### config.mk
export PLATFORM = sky130hd
export DESIGN_NAME = ccdo_core
export DESIGN_NICKNAME = d
export VERILOG_FILES = /design/src/ccdo_pkg.sv /design/src/ccdo_wb_slave.sv /design/src/ccdo_core.sv
export SDC_FILE = /design/constraint.sdc
export NUM_CORES = 1
export LEC_CHECK = 0
export BUFFER_PORTS_ARGS = -buffer_cell sky130_fd_sc_hd__buf_2
export CAP_MARGIN = 30
export CORE_MARGIN = 1
export CORE_UTILIZATION = 51
export CTS_CLUSTER_SIZE = 20
export DETAILED_ROUTE_END_ITERATION = 12
export HOLD_SLACK_MARGIN = 0.12
export MAX_ROUTING_LAYER = met4
export PLACE_DENSITY_LB_ADDON = 0.12
export SYNTH_ARGS = -nofsm -noshare
export SYNTH_HDL_FRONTEND = slang
export SYNTH_SLANG_ARGS = --single-unit
### constraint.sdc
create_clock -name clk_i -period 2.28 [get_ports clk_i]
set_input_delay 0.456 -clock clk_i [delete_from_list [all_inputs] [get_ports clk_i]]
set_output_delay 0.456 -clock clk_i [all_outputs]
set_load 0.05 [all_outputs]
### src/ccdo_pkg.sv
// Package of opcodes, register layout and constants for the clear/complement/decrement execution block.
package ccdo_pkg;

  // ==========================================================================
  // Opcode encodings (14-bit instruction word)
  // ==========================================================================
  localparam logic [13:0] OP_WATCHDOG_CLEAR = 14'h0064;
  localparam logic [13:0] OP_CALL_VIA_W     = 14'h000a;
  localparam logic [13:0] OP_CLEAR_W        = 14'h0100;
  localparam logic [5:0]  OP6_COMPLEMENT    = 6'h09;
  localparam logic [5:0]  OP6_DECREMENT     = 6'h03;
  localparam logic [5:0]  OP6_DEC_SKIP      = 6'h0b;
  localparam logic [6:0]  OP7_CLEAR_FILE    = 7'h03;

  // ==========================================================================
  // Field positions
  // ==========================================================================
  localparam int DEST_BIT      = 7;
  localparam int OP6_LSB       = 8;
  localparam int OP7_LSB       = 7;

  // ==========================================================================
  // Wishbone register map (byte addresses)
  // ==========================================================================
  localparam logic [7:0] ADDR_INSTR   = 8'h00;
  localparam logic [7:0] ADDR_WREG    = 8'h04;
  localparam logic [7:0] ADDR_PC      = 8'h08;
  localparam logic [7:0] ADDR_PC_HIGH_LATCH  = 8'h0c;
  localparam logic [7:0] ADDR_STATUS  = 8'h10;
  localparam logic [7:0] ADDR_TOP     = 8'h14;
  localparam logic [7:0] ADDR_FILEDAT = 8'h18;
  localparam logic [7:0] ADDR_FILEOUT = 8'h1c;

  // ==========================================================================
  // Status field positions and reset values
  // ==========================================================================
  localparam int ST_ZERO     = 2;
  localparam int ST_POWERDN  = 3;
  localparam int ST_TIMEOUT  = 4;
  localparam logic [7:0]  STATUS_RST = 8'h18;
  localparam logic [14:0] PC_RST     = 15'h0000;
  localparam logic [7:0]  BYTE_ZERO  = 8'h00;
  localparam logic [7:0]  BYTE_ONE   = 8'h01;
  localparam logic [14:0] PC_ONE     = 15'h0001;

endpackage : ccdo_pkg

### src/ccdo_wb_slave.sv
// Classic Wishbone slave front end: one-cycle ack and write strobe decode.
module ccdo_wb_slave
  import ccdo_pkg::*;
(
  input  wire logic        clk_i,    // Core clock.
  input  wire logic        rst_i,    // Synchronous reset, active high.
  input  wire logic        cyc_i,    // Bus cycle.
  input  wire logic        stb_i,    // Strobe.
  input  wire logic        we_i,     // Write enable.
  input  wire logic [3:0]  sel_i,    // Byte selects.
  input  wire logic [7:0]  adr_i,    // Byte address.
  input  wire logic [31:0] dat_i,    // Write data.
  input  wire logic [31:0] rdata_i,  // Read data from the core.
  output logic             ack_o,    // Acknowledge.
  output logic [31:0]      dat_o,    // Registered read data.
  output logic             wr_o,     // One-cycle write pulse.
  output logic             rd_o,     // One-cycle read pulse.
  output logic [7:0]       wadr_o,   // Address of the access.
  output logic [31:0]      wdat_o    // Write data passed through unchanged.
);

  logic        ack_ff;
  logic        nxt_ack;
  logic [31:0] dat_ff;
  logic [31:0] nxt_dat;

  // ==========================================================================
  // Ack one cycle after the request, dropped the cycle after it is given.
  // ==========================================================================
  always_comb begin
    nxt_ack = cyc_i & stb_i & ~ack_ff;
    nxt_dat = nxt_ack ? rdata_i : dat_ff;
  end

  always_ff @(posedge clk_i) begin
    if (rst_i) begin
      ack_ff <= 1'b0;
      dat_ff <= 32'h0000_0000;
    end else begin
      ack_ff <= nxt_ack;
      dat_ff <= nxt_dat;
    end
  end

  // The effect lands on the ack edge, the only edge the master commits on.
  assign ack_o  = ack_ff;
  assign dat_o  = dat_ff;
  assign wr_o   = ack_ff & we_i & sel_i[0];
  assign rd_o   = ack_ff & ~we_i;
  assign wadr_o = adr_i;
  assign wdat_o = dat_i;

endmodule : ccdo_wb_slave

### src/ccdo_core.sv
// Execution block for watchdog clear, call via W, complement, clear and decrement instructions.
// Contract
// RULE1: Watchdog clear instruction zeroes the watchdog counter and its prescaler.
// RULE2: Watchdog clear sets timeout and powerdown flags, changes no other status.
// RULE3: Call via working pushes program counter plus one onto stack top.
// RULE4: Then W loads PC bits 7..0, high latch bits 6..0 load PC 14..8.
// RULE5: Call via working takes two cycles, status flags unchanged.
// RULE6: Destination bit zero writes W, one writes the addressed file register.
// RULE7: Complement file writes inverted file value, updates zero flag.
// RULE8: Clear file writes zero to file register and sets zero flag.
// RULE9: Clear working writes zero to W and sets zero flag.
// RULE10: Decrement file subtracts one, writes destination, updates zero flag.
// RULE11: Decrement skip writes result, no flags; zero result squashes next, two cycles.
// RULE12: Zero flag set when result is all zero; plain ops take one cycle.
//
// Our own choices: the Wishbone slave port and the register addresses.
module ccdo_core
  import ccdo_pkg::*;
(
  input  wire logic        clk_i,             // Core clock, 25 MHz.
  input  wire logic        rst_i,             // Synchronous reset, active high.
  input  wire logic        cyc_i,             // Wishbone cycle.
  input  wire logic        stb_i,             // Wishbone strobe.
  input  wire logic        we_i,              // Wishbone write enable.
  input  wire logic [3:0]  sel_i,             // Wishbone byte selects.
  input  wire logic [7:0]  adr_i,             // Wishbone byte address.
  input  wire logic [31:0] dat_i,             // Wishbone write data.
  output logic             ack_o,             // Wishbone acknowledge.
  output logic [31:0]      dat_o,             // Wishbone read data.
  output logic             wdt_clear_o,       // Pulse: clear watchdog counter.
  output logic             wdt_presc_clear_o, // Pulse: clear watchdog prescaler.
  output logic             stack_push_o,      // Pulse: push onto return stack.
  output logic [14:0]      stack_data_o,      // Return address being pushed.
  output logic             file_we_o,         // Pulse: file register write.
  output logic [6:0]       file_addr_o,       // File register address.
  output logic [7:0]       file_wdata_o,      // File register write data.
  output logic             busy_o             // Second cycle of a two-cycle instruction.
);

  // ==========================================================================
  // Bus front end
  // ==========================================================================
  logic        wr_p;
  logic        rd_p;
  logic [7:0]  wadr;
  logic [31:0] wdat;
  logic [31:0] rdata;

  // Classic Wishbone front end; a write takes effect only on the ack edge.
  // Reads have no side effect, so a repeated read is harmless.
  ccdo_wb_slave u_wb (
    .clk_i   (clk_i),
    .rst_i   (rst_i),
    .cyc_i   (cyc_i),
    .stb_i   (stb_i),
    .we_i    (we_i),
    .sel_i   (sel_i),
    .adr_i   (adr_i),
    .dat_i   (dat_i),
    .rdata_i (rdata),
    .ack_o   (ack_o),
    .dat_o   (dat_o),
    .wr_o    (wr_p),
    .rd_o    (rd_p),
    .wadr_o  (wadr),
    .wdat_o  (wdat)
  );

  // ==========================================================================
  // Decode helpers
  // ==========================================================================
  // One-hot states; the second state is the call or squashed no-op slot.
  typedef enum logic [1:0] {
    CCDO_EXEC   = 2'b01,
    CCDO_SECOND = 2'b10
  } ccdo_state_t;

  // Matches the six-bit opcode field of the byte-wide file operations.
  function automatic logic is_op6(input logic [13:0] ins, input logic [5:0] op);
    is_op6 = (ins[13:OP6_LSB] == op);
  endfunction : is_op6

  // Zero test shared by complement and decrement; the two clears set the zero flag directly.
  function automatic logic all_zero(input logic [7:0] v);
    all_zero = (v == BYTE_ZERO);
  endfunction : all_zero

  // ==========================================================================
  // Core state
  // ==========================================================================
  // Architectural registers, each with its next value except busy_ff.
  ccdo_state_t state_ff;
  ccdo_state_t nxt_state;
  logic [7:0]  w_ff;
  logic [7:0]  nxt_w;
  logic [14:0] pc_ff;
  logic [14:0] nxt_pc;
  logic [7:0]  pc_high_latch_ff;
  logic [7:0]  nxt_pc_high_latch;
  logic [7:0]  status_ff;
  logic [7:0]  nxt_status;
  logic [14:0] top_ff;
  logic [14:0] nxt_top;
  logic [7:0]  fdat_ff;
  logic [7:0]  nxt_fdat;
  logic [7:0]  fout_ff;
  logic [7:0]  nxt_fout;
  logic        wdt_ff;
  logic        nxt_wdt;
  logic        push_ff;
  logic        nxt_push;
  logic        fwe_ff;
  logic        nxt_fwe;
  logic [6:0]  faddr_ff;
  logic [6:0]  nxt_faddr;
  logic        busy_ff;

  // Both results are formed every cycle; decode only picks one.
  logic [13:0] ins;
  logic        issue;
  logic [7:0]  dec_res;
  logic [7:0]  cmp_res;
  logic        dest_f;

  assign ins     = wdat[13:0];
  assign issue   = wr_p & (wadr == ADDR_INSTR) & (state_ff == CCDO_EXEC);
  assign dec_res = fdat_ff - BYTE_ONE;
  assign cmp_res = ~fdat_ff;
  assign dest_f  = ins[DEST_BIT];

  // Next-state logic: an instruction word written to ADDR_INSTR executes at once.
  // Writes while the second cycle runs are ignored so the squashed slot stays a no-op.
  always_comb begin
    nxt_state  = state_ff;
    nxt_w      = w_ff;
    nxt_pc     = pc_ff;
    nxt_pc_high_latch = pc_high_latch_ff;
    nxt_status = status_ff;
    nxt_top    = top_ff;
    nxt_fdat   = fdat_ff;
    nxt_fout   = fout_ff;
    nxt_wdt    = 1'b0;
    nxt_push   = 1'b0;
    nxt_fwe    = 1'b0;
    nxt_faddr  = faddr_ff;
    unique case (state_ff)
      CCDO_SECOND: begin
        nxt_state = CCDO_EXEC;
      end
      CCDO_EXEC: begin
        if (issue) begin
          nxt_pc    = pc_ff + PC_ONE;
          nxt_faddr = ins[6:0];
          if (ins == OP_WATCHDOG_CLEAR) begin
            nxt_wdt = 1'b1;                                               // RULE1
            nxt_status[ST_TIMEOUT] = 1'b1;                                // RULE2
            nxt_status[ST_POWERDN] = 1'b1;                                // RULE2
          end else if (ins == OP_CALL_VIA_W) begin
            nxt_top   = pc_ff + PC_ONE;                                   // RULE3
            nxt_push  = 1'b1;                                             // RULE3
            nxt_pc    = {pc_high_latch_ff[6:0], w_ff};                           // RULE4
            nxt_state = CCDO_SECOND;                                      // RULE5
          end else if (ins == OP_CLEAR_W) begin
            nxt_w = BYTE_ZERO;                                            // RULE9
            nxt_status[ST_ZERO] = 1'b1;                                   // RULE9
          end else if (ins[13:OP7_LSB] == OP7_CLEAR_FILE) begin
            nxt_fwe  = 1'b1;                                              // RULE8
            nxt_fout = BYTE_ZERO;                                         // RULE8
            nxt_status[ST_ZERO] = 1'b1;                                   // RULE8
          end else if (is_op6(ins, OP6_COMPLEMENT)) begin
            if (dest_f) begin
              nxt_fwe  = 1'b1;                                            // RULE6
              nxt_fout = cmp_res;                                         // RULE7
            end else begin
              nxt_w = cmp_res;                                            // RULE6
            end
            nxt_status[ST_ZERO] = all_zero(cmp_res);                      // RULE12
          end else if (is_op6(ins, OP6_DECREMENT) || is_op6(ins, OP6_DEC_SKIP)) begin
            if (dest_f) begin
              nxt_fwe  = 1'b1;                                            // RULE6
              nxt_fout = dec_res;                                         // RULE10
            end else begin
              nxt_w = dec_res;                                            // RULE10
            end
            if (is_op6(ins, OP6_DECREMENT)) begin
              nxt_status[ST_ZERO] = all_zero(dec_res);                    // RULE12
            end else if (all_zero(dec_res)) begin
              nxt_pc    = pc_ff + 15'h0002;                               // RULE11
              nxt_state = CCDO_SECOND;                                    // RULE11
            end
          end
        end
        // Software access to the architectural registers outside execution.
        if (wr_p && !issue) begin
          unique case (wadr)
            ADDR_WREG:    nxt_w      = wdat[7:0];
            ADDR_PC:      nxt_pc     = wdat[14:0];
            ADDR_PC_HIGH_LATCH:  nxt_pc_high_latch = {1'b0, wdat[6:0]};
            ADDR_STATUS:  nxt_status = wdat[7:0];
            ADDR_FILEDAT: nxt_fdat   = wdat[7:0];
            default:      nxt_fdat   = fdat_ff;
          endcase
        end
        // A written file result also becomes the operand for the next instruction.
        if (nxt_fwe) begin
          nxt_fdat = nxt_fout;
        end
      end
      default: begin
        nxt_state = CCDO_EXEC;
      end
    endcase
  end

  // Registers only; all decisions are made in the process above.
  // Reset sets the timeout and powerdown flags, puts the state in CCDO_EXEC and clears everything else.
  always_ff @(posedge clk_i) begin
    if (rst_i) begin
      state_ff  <= CCDO_EXEC;
      w_ff      <= BYTE_ZERO;
      pc_ff     <= PC_RST;
      pc_high_latch_ff <= BYTE_ZERO;
      status_ff <= STATUS_RST;
      top_ff    <= PC_RST;
      fdat_ff   <= BYTE_ZERO;
      fout_ff   <= BYTE_ZERO;
      wdt_ff    <= 1'b0;
      push_ff   <= 1'b0;
      fwe_ff    <= 1'b0;
      faddr_ff  <= 7'h00;
      busy_ff   <= 1'b0;
    end else begin
      state_ff  <= nxt_state;
      w_ff      <= nxt_w;
      pc_ff     <= nxt_pc;
      pc_high_latch_ff <= nxt_pc_high_latch;
      status_ff <= nxt_status;
      top_ff    <= nxt_top;
      fdat_ff   <= nxt_fdat;
      fout_ff   <= nxt_fout;
      wdt_ff    <= nxt_wdt;
      push_ff   <= nxt_push;
      fwe_ff    <= nxt_fwe;
      faddr_ff  <= nxt_faddr;
      busy_ff   <= (nxt_state == CCDO_SECOND);
    end
  end

  // ==========================================================================
  // Outputs and read mux
  // ==========================================================================
  // Both watchdog clears share one pulse, so counter and prescaler
  // can never be cleared apart.
  assign wdt_clear_o       = wdt_ff;                                      // RULE1
  assign wdt_presc_clear_o = wdt_ff;                                      // RULE1
  assign stack_push_o      = push_ff;
  assign stack_data_o      = top_ff;
  assign file_we_o         = fwe_ff;
  assign file_addr_o       = faddr_ff;
  assign file_wdata_o      = fout_ff;
  assign busy_o            = busy_ff;

  // Read mux follows the held address, so the slave registers the data
  // on the same edge that raises ack, without a wait state.
  always_comb begin
    rdata = 32'h0000_0000;
    unique case (wadr)
      ADDR_WREG:    rdata[7:0]  = w_ff;
      ADDR_PC:      rdata[14:0] = pc_ff;
      ADDR_PC_HIGH_LATCH:  rdata[7:0]  = pc_high_latch_ff;
      ADDR_STATUS:  rdata[7:0]  = status_ff;
      ADDR_TOP:     rdata[14:0] = top_ff;
      ADDR_FILEDAT: rdata[7:0]  = fdat_ff;
      ADDR_FILEOUT: rdata[7:0]  = fout_ff;
      default:      rdata       = 32'h0000_0000;
    endcase
  end

  // ==========================================================================
  // Assertions
  // ==========================================================================
  // Each check looks one cycle after the executing edge, operands via $past.
  // Status bits other than the two flags a watchdog clear may set.
  logic [5:0]  st_rest;
  assign st_rest = {status_ff[7:ST_TIMEOUT+1], status_ff[ST_POWERDN-1:0]};

  a_wdt_flags: assert property (@(posedge clk_i) disable iff (rst_i) // RULE2
    wdt_ff |-> status_ff[ST_TIMEOUT] && status_ff[ST_POWERDN]) else $error("watchdog clear left flags");
  a_wdt_rest: assert property (@(posedge clk_i) disable iff (rst_i) // RULE2
    wdt_ff |-> $stable(st_rest)) else $error("watchdog clear changed other status");
  a_wdt_zero_kept: assert property (@(posedge clk_i) disable iff (rst_i) // RULE1
    wdt_ff |-> $stable(w_ff)) else $error("watchdog clear touched W");
  a_wdt_out: assert property (@(posedge clk_i) disable iff (rst_i) // RULE1
    issue && ins == OP_WATCHDOG_CLEAR |=> wdt_clear_o && wdt_presc_clear_o)
    else $error("watchdog not cleared");
  a_wdt_pulse: assert property (@(posedge clk_i) disable iff (rst_i) // RULE1
    wdt_ff |=> !wdt_ff) else $error("watchdog clear longer than one cycle");

  a_call_push: assert property (@(posedge clk_i) disable iff (rst_i) // RULE3
    push_ff |-> top_ff == $past(pc_ff) + PC_ONE) else $error("bad return address");
  a_call_target: assert property (@(posedge clk_i) disable iff (rst_i) // RULE4
    push_ff |-> pc_ff == {$past(pc_high_latch_ff[6:0]), $past(w_ff)}) else $error("bad call target");
  a_call_two: assert property (@(posedge clk_i) disable iff (rst_i) // RULE5
    push_ff |-> busy_ff && $stable(status_ff)) else $error("call not two cycles");
  a_plain_one: assert property (@(posedge clk_i) disable iff (rst_i) // RULE12
    issue && ins != OP_CALL_VIA_W && !is_op6(ins, OP6_DEC_SKIP) |=> !busy_ff && pc_ff == $past(pc_ff) + PC_ONE)
    else $error("plain instruction not one cycle");

  a_clear_zero: assert property (@(posedge clk_i) disable iff (rst_i) // RULE8
    issue && ins[13:OP7_LSB] == OP7_CLEAR_FILE |=> fwe_ff && fout_ff == BYTE_ZERO && status_ff[ST_ZERO])
    else $error("clear file wrong");
  a_clear_w: assert property (@(posedge clk_i) disable iff (rst_i) // RULE9
    issue && ins == OP_CLEAR_W |=> w_ff == BYTE_ZERO && status_ff[ST_ZERO]) else $error("clear W wrong");

  a_comp_dest: assert property (@(posedge clk_i) disable iff (rst_i) // RULE7
    issue && is_op6(ins, OP6_COMPLEMENT) && !dest_f |=> w_ff == ~$past(fdat_ff) && !fwe_ff)
    else $error("complement to W wrong");
  a_comp_file: assert property (@(posedge clk_i) disable iff (rst_i) // RULE7
    issue && is_op6(ins, OP6_COMPLEMENT) && dest_f |=> fwe_ff && fout_ff == ~$past(fdat_ff))
    else $error("complement to file wrong");

  a_dec_zflag: assert property (@(posedge clk_i) disable iff (rst_i) // RULE12
    issue && is_op6(ins, OP6_DECREMENT) |=> status_ff[ST_ZERO] == ($past(fdat_ff) == BYTE_ONE))
    else $error("decrement zero flag wrong");
  a_dec_dest: assert property (@(posedge clk_i) disable iff (rst_i) // RULE10
    issue && is_op6(ins, OP6_DECREMENT) && dest_f |=> fwe_ff && fout_ff == $past(dec_res))
    else $error("decrement to file wrong");
  a_skip_nostat: assert property (@(posedge clk_i) disable iff (rst_i) // RULE11
    issue && is_op6(ins, OP6_DEC_SKIP) |=> $stable(status_ff) && busy_ff == ($past(dec_res) == BYTE_ZERO))
    else $error("skip behaviour wrong");
  a_skip_w: assert property (@(posedge clk_i) disable iff (rst_i) // RULE11
    issue && is_op6(ins, OP6_DEC_SKIP) && !dest_f |=> w_ff == $past(dec_res) && !fwe_ff)
    else $error("skip to W wrong");
  a_dest_sel: assert property (@(posedge clk_i) disable iff (rst_i) // RULE6
    fwe_ff |-> $stable(w_ff)) else $error("file write also changed W");

  // Covers for call, squashed slot, watchdog clear, file complement and a status read.
  c_call: cover property (@(posedge clk_i) disable iff (rst_i) push_ff ##1 !busy_ff);
  c_skip: cover property (@(posedge clk_i) disable iff (rst_i) issue && is_op6(ins, OP6_DEC_SKIP) ##1 busy_ff);
  c_wdt:  cover property (@(posedge clk_i) disable iff (rst_i) wdt_ff);
  c_comp: cover property (@(posedge clk_i) disable iff (rst_i) issue && is_op6(ins, OP6_COMPLEMENT) && dest_f);
  c_read: cover property (@(posedge clk_i) disable iff (rst_i) rd_p && wadr == ADDR_STATUS);

endmodule : ccdo_core

Yosys cells after proc, flatten, opt, wreduce, memory -nomap -nowiden
Index checks and enable logic that the tools add are counted.
{"block": "totals", "register_bits": 98, "input_bits": 49, "word_cells": 130}
{"block": "classes", "addsub": 3, "n_eq_ne": 16, "mux": 68, "n_bitwise": 11, "reduce_logical": 16}
{"op": "two-way mux 8 bit", "n": 23}
{"op": "two-way mux 15 bit", "n": 11}
{"op": "one-hot mux 8 bit (7 select lines)", "n": 1}
{"op": "equality test 8 x 5 -> 1 bit (second input constant)", "n": 4}
{"op": "zero test 8 bit", "n": 3}
{"op": "two-way mux 2 bit", "n": 11}
{"op": "two-way mux 1 bit", "n": 18}
{"op": "equality test 8 x 4 -> 1 bit (second input constant)", "n": 2}
{"op": "adder 15 x 1 -> 15 bit (second input constant)", "n": 1}
{"op": "adder 15 x 2 -> 15 bit (second input constant)", "n": 1}
{"op": "equality test 14 x 4 -> 1 bit (second input constant)", "n": 1}
{"op": "equality test 14 x 7 -> 1 bit (second input constant)", "n": 1}
{"op": "equality test 14 x 9 -> 1 bit (second input constant)", "n": 1}
{"op": "one-hot mux 7 bit (2 select lines)", "n": 1}
{"op": "equality test 6 x 4 -> 1 bit (second input constant)", "n": 2}
{"op": "two-way mux 5 bit", "n": 2}
{"op": "AND reduction 3 bit", "n": 3}
{"op": "equality test 8 x 3 -> 1 bit (second input constant)", "n": 1}
{"op": "NOT 8 bit", "n": 1}
{"op": "subtractor 8 x 1 -> 8 bit (second input constant)", "n": 1}
{"op": "equality test 7 x 2 -> 1 bit (second input constant)", "n": 1}
{"op": "bitwise AND 1 bit", "n": 6}
{"op": "equality test 6 x 2 -> 1 bit (second input constant)", "n": 1}
{"op": "NOT 1 bit", "n": 4}
{"op": "12 further kinds", "n": 13}

Depth between registers and ports, before layout
Gate-level depths: netlist (run 1).
{"block": "logic_depth", "word_depth": 13, "mapped_depth": 8, "mapped_depth_nobuf": 8}

By module
A second synthesis (run 1) with hierarchy kept.
{"block": "hier_totals", "hier_cells": 938, "hier_area_um2": 7367.1}
{"mod": "ccdo_core", "n_inst": 1, "cells_per_inst": 754, "area_each_um2": 5559.1}
{"mod": "ccdo_wb_slave", "n_inst": 1, "cells_per_inst": 184, "area_each_um2": 1808.0}

Least setup slack after synthesis (run 1)
OpenSTA, ideal clock, no wires.
{"block": "synth_timing", "path_kind": "flip-flop to flip-flop", "from": "register u_wb.ack_ff (netlist: u_wb.ack_o)", "to": "register fdat_ff[5]", "setup_time_ns": 0.117, "arrival_ns": 2.314, "t_required_ns": 2.163, "slack_ns": -0.151, "stages_incl_launch_ff": 5, "n_path_buf": 0, "path_cell_list": "dfxtp_1 -> nand3_1 -> nor4_2 -> mux2_2 -> a32o_1"}
{"block": "synth_between", "elab_chain_len": 8, "elab_cells_between_ends": 13, "cone_classes": "4 x mux; 4 x bitwise; 5 x reduce/logical"}
{"item": "start, declared", "line": "ccdo_wb_slave.sv:22", "text": "logic ack_ff;"}
{"item": "start signal, assigned", "line": "ccdo_wb_slave.sv:40", "text": "ack_ff <= nxt_ack;"}
{"item": "bitwise AND 1 bit (*) (2 in a row)", "line": "ccdo_wb_slave.sv:48", "text": "assign wr_o = ack_ff & we_i & sel_i[0];"}
{"item": "bitwise AND 1 bit (2 in a row)", "line": "ccdo_core.sv:126", "text": "assign issue = wr_p & (wadr == ADDR_INSTR) & (state_ff == CCDO_EXEC);"}
{"item": "two-way mux 1 bit / zero test 1 bit (equally long branches)", "line": "ccdo_core.sv:151, ccdo_core.sv:194"}
{"item": "two-way mux 1 bit / logical AND 1 bit (equally long branches)", "line": "ccdo_core.sv:146, ccdo_core.sv:194"}
{"item": "nonzero test 2 bit (no line)"}
{"item": "AND reduction 3 bit (no line)"}
{"item": "end signal, assigned", "line": "ccdo_core.sv:239", "text": "fdat_ff <= nxt_fdat;"}
{"item": "end, declared", "line": "ccdo_core.sv:104", "text": "logic [7:0] fdat_ff;"}
Mark *: on every way between the ends. The rest lies on a longest branch, timed or not. The select of a mux whose other input is x is not followed.
A chain may end at the register's enable or synchronous reset.

Final worst setup path (run 1)
{"block": "layout_timing", "from": "register fdat_ff[1]", "to": "register pc_ff[10]"}
{"block": "layout_between", "elab_chain_len": 13}
{"item": "subtractor 8 x 1 -> 8 bit (*)", "line": "ccdo_core.sv:127", "text": "assign dec_res = fdat_ff - BYTE_ONE;"}
{"item": "zero test 8 bit (*)", "line": "ccdo_core.sv:85", "text": "all_zero = (v == BYTE_ZERO);"}
{"item": "two-way mux 15 bit (*)", "line": "ccdo_core.sv:187", "text": "end else if (all_zero(dec_res)) begin"}
{"item": "two-way mux 15 bit (*)", "line": "ccdo_core.sv:185", "text": "if (is_op6(ins, OP6_DECREMENT)) begin"}
{"item": "two-way mux 15 bit (*)", "line": "ccdo_core.sv:178", "text": "end else if (is_op6(ins, OP6_DECREMENT) || is_op6(ins, OP6_DEC_SKIP)) begin"}
{"item": "two-way mux 15 bit (*)", "line": "ccdo_core.sv:170", "text": "end else if (is_op6(ins, OP6_COMPLEMENT)) begin"}
{"item": "two-way mux 15 bit (*)", "line": "ccdo_core.sv:166", "text": "end else if (ins[13:OP7_LSB] == OP7_CLEAR_FILE) begin"}
{"item": "two-way mux 15 bit (*)", "line": "ccdo_core.sv:163", "text": "end else if (ins == OP_CLEAR_W) begin"}
{"item": "two-way mux 15 bit (*)", "line": "ccdo_core.sv:158", "text": "end else if (ins == OP_CALL_VIA_W) begin"}
{"item": "two-way mux 15 bit (*)", "line": "ccdo_core.sv:154", "text": "if (ins == OP_WATCHDOG_CLEAR) begin"}
{"item": "two-way mux 15 bit (*)", "line": "ccdo_core.sv:151", "text": "if (issue) begin"}
{"item": "two-way mux 15 bit", "line": "ccdo_core.sv:195", "text": "unique case (wadr)"}
{"item": "two-way mux 15 bit (*)", "line": "ccdo_core.sv:194", "text": "if (wr_p && !issue) begin"}
{"item": "end signal, assigned", "line": "ccdo_core.sv:235", "text": "pc_ff <= nxt_pc;"}
{"item": "end, declared", "line": "ccdo_core.sv:96", "text": "logic [14:0] pc_ff;"}
Mark *: on every way between the ends. The rest lies on a longest branch, timed or not.

==> results.ini, run 1 <==
[clock_tree]
hold_buffers = 0
cts_sinks = 98
cts.clk_slew.worst_paths_ns = 0.07
htree_levels = 3
cts_root_buf = clkbuf_16
cts_buffers = 9
clock_latency_ns = 0.36
cts_tree = done
clk_path_buf_depth = 2

[timing]
rsz0062_at_grt = true
setup_violations = 1
worst_pin_slew_ns = 0.589
relSlewSlack_pct = 60.2
fmaxAchievable_mhz = 430
worst_slack_ns = -0.0447
fin_skew_ns = 0.00659
hold_viol_final = 0
hold-worst-slack_ns = 0.412
min_period_over_period_pct = 102
slew_violations = 0
layout_min_cycle_time_ns = 2.32

[critical_path]
cp.arrival_ns = 2.60
required_ns = 2.56
cp_max_fo = 4
end_kind = flop
crit_path_start_kind = flop
crit_type = reg2reg

[yosys]
yosysWarnings = 0
yosysUniqueCellTypes = 86
ys_seq_area_share_pct = 30.1
synth_top_area_cell = dfxtp_1
synth_top_area_share_pct = 30.1
synthTopCellsByCount = 98 x dfxtp_1, 89 x nor2_1, 88 x nand2_1, 51 x a21oi_1, 48 x clkbuf_1
syn_area_um2 = 6520
async_flop_share_pct = 0
synth_area_leaders = dfxtp_1 30%, nor2_1 5.1%, nand2_1 5.1%, a21oi_1 3.9%, nor3_1 3.1%
avgSynthCellArea_um2 = 7.82
yosys_most_used_dff = dfxtp_1
synthCells = 834
post-synth-top-count-cell = dfxtp_1
ys_ff_latch = 98
synth_edf_count = 0

[status]
status = complete, but fails checks
violations = setup timing

[route]
ant_nets = 0
post_drt_wl_per_cell_um = 22.9
initialDrtViolationCount = 875
drt_pass1_iterations = 6
drc = 0
drt-total-wl_um = 27900
num_vias = 7992
routed_via_density = 6.55

[power_and_ir_drop]
powerDensity_nw_per_um2 = 437
irDropWorstVdd_mv = 0.455
power_mw = 3.80
p_leak_nw = 3.58

[placement]
io_buffer_count = 79
dpl_worst_slack_ns = -0.282
dp.cells = 1198
gp_congestion = 1.07
hpwl_um = 21400

[global_route]
grt_first_pass_wirelength_um = 41400
grt_pass1_vias = 7411
track_usage_pct = 43.5
antenna_found_initial = 0
grt_overflow = 0
grt_max_degree = 43

[final_layout]
postLayoutCoreUtil_pct = 71.1
drive_above_1_share_pct = 34.7
final_net_count = 1101
multi_input_area_um2 = 4280
syn_to_final_growth_pct = 33.6
antennaDiodeCount = 0
area.sequential_um2 = 1970
layoutNonFillerInstCount = 1220
fill_cells = 988

[job]
maxCapViolCount = 0

[floorplanning]
die_h_um = 115
core_area_um2 = 12300
die_area_um2 = 13200
initial_core_util_pct = 53.2
io_pins = 117
std_cell_rows = 40
dieWidth_um = 115

[min_path]
worstHoldPathType = in2reg

-- worst max-delay path: stages, from the launching register on --
cell and delay (ns):
dfxtp_2 0.34, inv_2 0.08, ha_1 0.16, and4bb_2 0.28
nand2_1 0.09, or4_4 0.52, a21o_1 0.22, a221o_1 0.32
a211oi_2 0.23
-- through the flow --
| stage | instance area (um^2) | TNS, ns |
|---|---|---|
| 6_report | 8720 | -0.0447 |
| 5_1_grt | 8720 | -0.0894 |
| 3_5_place_dp | 8210 | -9.64 |
| 3_3_place_gp | 8210 | -8.12 |
| 4_1_cts | 8570 | 0 |
| 2_1_floorplan | 6610 | 0 |
-- repair_timing --
action	CTS	global route
pin swaps	0	7
buffers inserted	0	5
cloned	0	1
setup endpoints to repair	7	16
endpoints found under the hold margin	0	0
resized for setup	11	25
-- flip-flops by register name, summed over array words and instances (netlist names), 2 cells and up --
name,cells
pc_ff,15
pc_high_latch_ff,7
u_wb.dat_o,15
file_addr_o,7
fdat_ff,8
file_wdata_o,8
w_ff,8
state_ff,2
status_ff,8
stack_data_o,15
-- logic make-up after synthesis --
group	after synthesis	share of synthesized area, %
fa+ha+maj	5	0.959
flops	98	30.1
simple gates	343	27.6
xor+xnor	17	2.28
buf+inv	104	7.39
other cells	1	0.0575
mux	36	7.14
compound gates	230	24.5
-- final cells by class --
| type | count | area share (%) |
|---|---|---|
| Clock buffer | 9 | 2.58 |
| Clock inverter | 7 | 1.09 |
| Inverter | 23 | 0.991 |
| Multi-Input combinational cell | 648 | 49.1 |
| Sequential cell | 98 | 22.6 |
| Tap cell | 168 | 2.41 |
| Timing Repair Buffer | 267 | 21.2 |
-- power breakdown --
| group | leakage, nW | switching, mW | internal (mW) |
|---|---|---|---|
| clock | 0.150 | 0.767 | 0.884 |
| sequential | 0.793 | 0.00469 | 1.72 |
| combinational | 2.64 | 0.302 | 0.130 |
-- routing by layer --
layer | GRT usage (%) | share of wire, %
met1 | 50.1 | 37
met2 | 66.7 | 44
met3 | 9.01 | 11
met4 | 32.7 | 8.0
met5 | - | 0
-- path summary, 6_finish.rpt --
path         cells after the start               to      startpoint  slack (ns)
min reg2reg                      2   file_addr_o[0]  file_addr_o[0]        0.46
max reg2reg                      8        pc_ff[10]      fdat_ff[1]       -0.04
max                              8        pc_ff[10]      fdat_ff[1]       -0.04
min                              2  stack_data_o[2]           rst_i        0.41
-- cell usage in the layout (no fill, tap or decap), types with 10 or more instances in the layout --
cell / count
o22ai_1: 14
a21oi_1: 51
mux2_2: 10
a221oi_1: 12
conb_1: 17
a211oi_1: 12
a22oi_1: 19
nand3_1: 23
dfxtp_1: 92
mux2i_1: 18
nor3_1: 36
inv_1: 21
buf_4: 181
buf_2: 80
o21ai_0: 34
nor2_1: 86
nand2_1: 87
a31oi_1: 14
nand4_1: 14
xnor2_1: 10
Power figures use the tool's default switching activity.
==> run 2, diff against run 1 <==
- ABC_AREA: default -> 1
==> run 2 against run 1 <==
Effect of this change:
- the flow now finishes without violations
- final cell count grew 8.6%
- synthesized cell count grew 21%
- global-route usage shrank 5.9 points
- clock-buffer cell count grew 2
- wire length shrank 16%
- combinational power shrank 13%
- non-clock buffer count shrank 95
- critical path depth grew 7
- sequential share of layout area grew 2.0 points
- total power shrank 0.37%
- clock power is essentially flat
- sequential cell count is the same
==> results.ini, run 2 <==
[status]
status = completed

[timing]
fmaxAchievable_mhz = 466  ; +8.3%
fin_skew_ns = 0.00678  ; +0.000196 ns
worst_slack_ns = 0.133  ; +0.178 ns
hold_viol_final = 0  ; unchanged
hold-worst-slack_ns = 0.405  ; -0.00698 ns
min_period_over_period_pct = 94.2  ; -7.8 points
worst_pin_slew_ns = 0.637  ; +0.0480 ns
relSlewSlack_pct = 57.5  ; -2.7 points
layout_min_cycle_time_ns = 2.15  ; -0.178 ns
setup_violations = 0  ; -1
slew_violations = 0  ; unchanged

[placement]
io_buffer_count = 79  ; unchanged
dp.cells = 1309  ; +9.3%
hpwl_um = 18000  ; -16%
dpl_worst_slack_ns = -0.0361  ; +0.246 ns
dpl_cell_area_um2 = 7610  ; -7.3%
gp_congestion = 1.00  ; -6.7%

[clock_tree]
clk_path_buf_depth = 2  ; unchanged
cts_tree = done
hold_buffers = 0  ; unchanged
htree_levels = 3  ; unchanged
clock_latency_ns = 0.35  ; about the same
cts_root_buf = clkbuf_16
cts_buffers = 9  ; unchanged
cts.clk_slew.worst_paths_ns = 0.07  ; about the same
cts_sinks = 98  ; unchanged

[min_path]
worstHoldPathType = in2reg
whs_path_depth = 3  ; +1

[route]
drc = 0  ; unchanged
drt-total-wl_um = 23300  ; -16%
routed_via_density = 5.63  ; -14%
drt_pass1_iterations = 5  ; -1
post_drt_wl_per_cell_um = 17.6  ; -23%
initialDrtViolationCount = 703  ; -20%
num_vias = 7454  ; -6.7%
ant_nets = 0  ; unchanged

[yosys]
ys_seq_area_share_pct = 30.1  ; about the same
ys_ff_latch = 98  ; unchanged
synthCells = 1012  ; +21%
yosysWarnings = 0  ; unchanged
avgSynthCellArea_um2 = 6.44  ; -18%
synthTopCellsByCount = 198 x nand2_1, 136 x inv_1, 127 x o21ai_0, 107 x a21oi_1, 98 x dfxtp_1
synthMuxAreaShare_pct = 0  ; -7.1 points
yosys_most_used_dff = dfxtp_1
synth_top_family_by_area = compound AO/OA/AOI/OAI gates
synth_compound_area_share_pct = 26.5  ; +2.0 points
async_flop_share_pct = 0  ; unchanged
synth_edf_count = 0  ; unchanged
synth_top_area_share_pct = 30.1  ; about the same
yosysUniqueCellTypes = 49  ; -43%
synth-simple-area-share_pct = 26.0  ; -1.6 points
synth_area_leaders = dfxtp_1 30%, nand2_1 11%, o21ai_0 9.8%, a21oi_1 8.2%, inv_1 7.8%
synthAdderAreaFrac_pct = 0.960  ; about the same
synth_xor_area_share_pct = 2.82  ; +0.54 points
post-synth-top-count-cell = nand2_1
synth_top_area_cell = dfxtp_1
syn_area_um2 = 6520  ; about the same

[global_route]
antenna_found_initial = 0  ; unchanged
grt_overflow = 0  ; unchanged
grt_busiest_layer = met1
grt_pass1_vias = 6740  ; -9.1%
use_met3_pct = 6.59  ; -2.4 points
track_usage_pct = 37.6  ; -5.9 points
met2_usage_pct = 52.2  ; -15 points
grt_first_pass_wirelength_um = 36400  ; -12%
grt_max_degree = 47  ; +9.3%
grt_util_met1_pct = 53.9  ; +3.8 points

[floorplanning]
die_h_um = 115  ; about the same
initial_core_util_pct = 53.4  ; +0.17 points
die_area_um2 = 13200  ; about the same
dieWidth_um = 115  ; about the same
core_area_um2 = 12200  ; -0.41%
std_cell_rows = 40  ; unchanged
io_pins = 117  ; unchanged

[final_layout]
drive_above_1_share_pct = 21.3  ; -13 points
syn_to_final_growth_pct = 22.3
stdcell_area_um2 = 7970  ; -8.5%
layoutNonFillerInstCount = 1325  ; +8.6%
final_common_cell = nand2_1
final_net_count = 1207  ; +9.6%
antennaDiodeCount = 0  ; unchanged
fill_cells = 1181  ; +20%
mostFrequentLayoutCells = 196 x nand2_1, 136 x inv_1, 126 x o21ai_0, 107 x a21oi_1, 97 x dfxtp_1

[critical_path]
crit_type = reg2reg
ff2ff_path_depth = 15  ; +7
crit_path_start_kind = flop
required_ns = 2.56  ; about the same
cp.arrival_ns = 2.42  ; -0.18 ns
cp_max_fo = 8  ; +4
end_kind = flop

[power_and_ir_drop]
powerDensity_nw_per_um2 = 475  ; +8.9%
irDropWorstVdd_mv = 0.457  ; +0.47%
p_leak_nw = 3.57  ; -0.20%
power_mw = 3.79  ; -0.37%

[job]
maxCapViolCount = 0  ; unchanged

==> run 2: cell count changes after synthesis, sizes merged, moves of 13 or more <==
cell and change:
a221oi -13, o21ai +99, nand2 +114, clkbuf -22, a22oi -16, inv +126
nand3 +20, mux2i -18, nor3 -22, xor2 +13, a21oi +58, nor4 -18
==> run 2: final timing paths <==
kind | start | to | slack (ns)
hold / removal | dat_i[14] | pc_ff[14] | 0.40
setup / recovery | fdat_ff[0] | pc_ff[1] | 0.13
hold reg to reg | u_wb.dat_o[6] | u_wb.dat_o[6] | 0.47
setup reg to reg | fdat_ff[0] | pc_ff[1] | 0.13
==> run 2: what timing repair did <==
item	4_1_cts	5_1_grt
buffers inserted	0	1
endpoints found under the setup margin	0	19
gates resized for setup	0	12
==> run 2: per-stage QoR <==
| stage | setup TNS [ns] | utilization (%) |
|---|---|---|
| global placement | -0.0565 | 62.3 |
| floorplan | 0 | - |
| global route | -0.0740 | 65.3 |
| finish | 0 | 65.3 |
| detailed placement | -0.0396 | 62.3 |
| CTS | 0 | 64.9 |
==> run 2: logic make-up (layout without fill, tap and decap cells) <==
group / after synthesis / after routing
compound gates: 310 / 310
xor+xnor: 21 / 21
fa+ha+maj: 5 / 5
buf+inv: 210 / 339
flops: 98 / 98
other cells: 1 / 17
simple gates: 367 / 367
==> run 2: final cells by class <==
| class | instances | area, um^2 | share of cell area, % |
|---|---|---|---|
| clock buffers | 11 | 243 | 3.05 |
| multi-input cells | 720 | 3760 | 47.2 |
| well taps | 168 | 210 | 2.64 |
| flip-flops and latches | 98 | 1960 | 24.6 |
| inverters | 152 | 573 | 7.19 |
| repair buffers | 172 | 1140 | 14.3 |
| clock inverters | 4 | 76.3 | 0.957 |
==> run 2: per-layer routing <==
metal  wire length, um  up-vias
met1             10600     3375
met2              9590      417
met4               627        0
met5                 0        -
met3              2520       47
li1                  -     3615
==> run 2: report_power, final <==
group          internal, mW  switching (mW)  total (mW)  leakage, nW
Combinational         0.100           0.274       0.374         2.63
Clock                 0.989           0.690        1.68        0.152
Sequential             1.73          0.0109        1.74        0.791
Total                  2.82           0.975        3.79         3.57
==> run 2: worst max-delay path, stage by stage (launching register included) <==
cell     delay (ns)
dfxtp_1        0.31
inv_1          0.09
ha_2           0.22
nand3_1        0.13
o21ai_2        0.15
nand2_2        0.10
nor2_4         0.13
nand2_2        0.08
inv_2          0.06
nand2_2        0.11
buf_4          0.20
nand2_1        0.05
o21ai_0        0.07
o21ai_0        0.14
nand3_1        0.09
a21oi_1        0.14
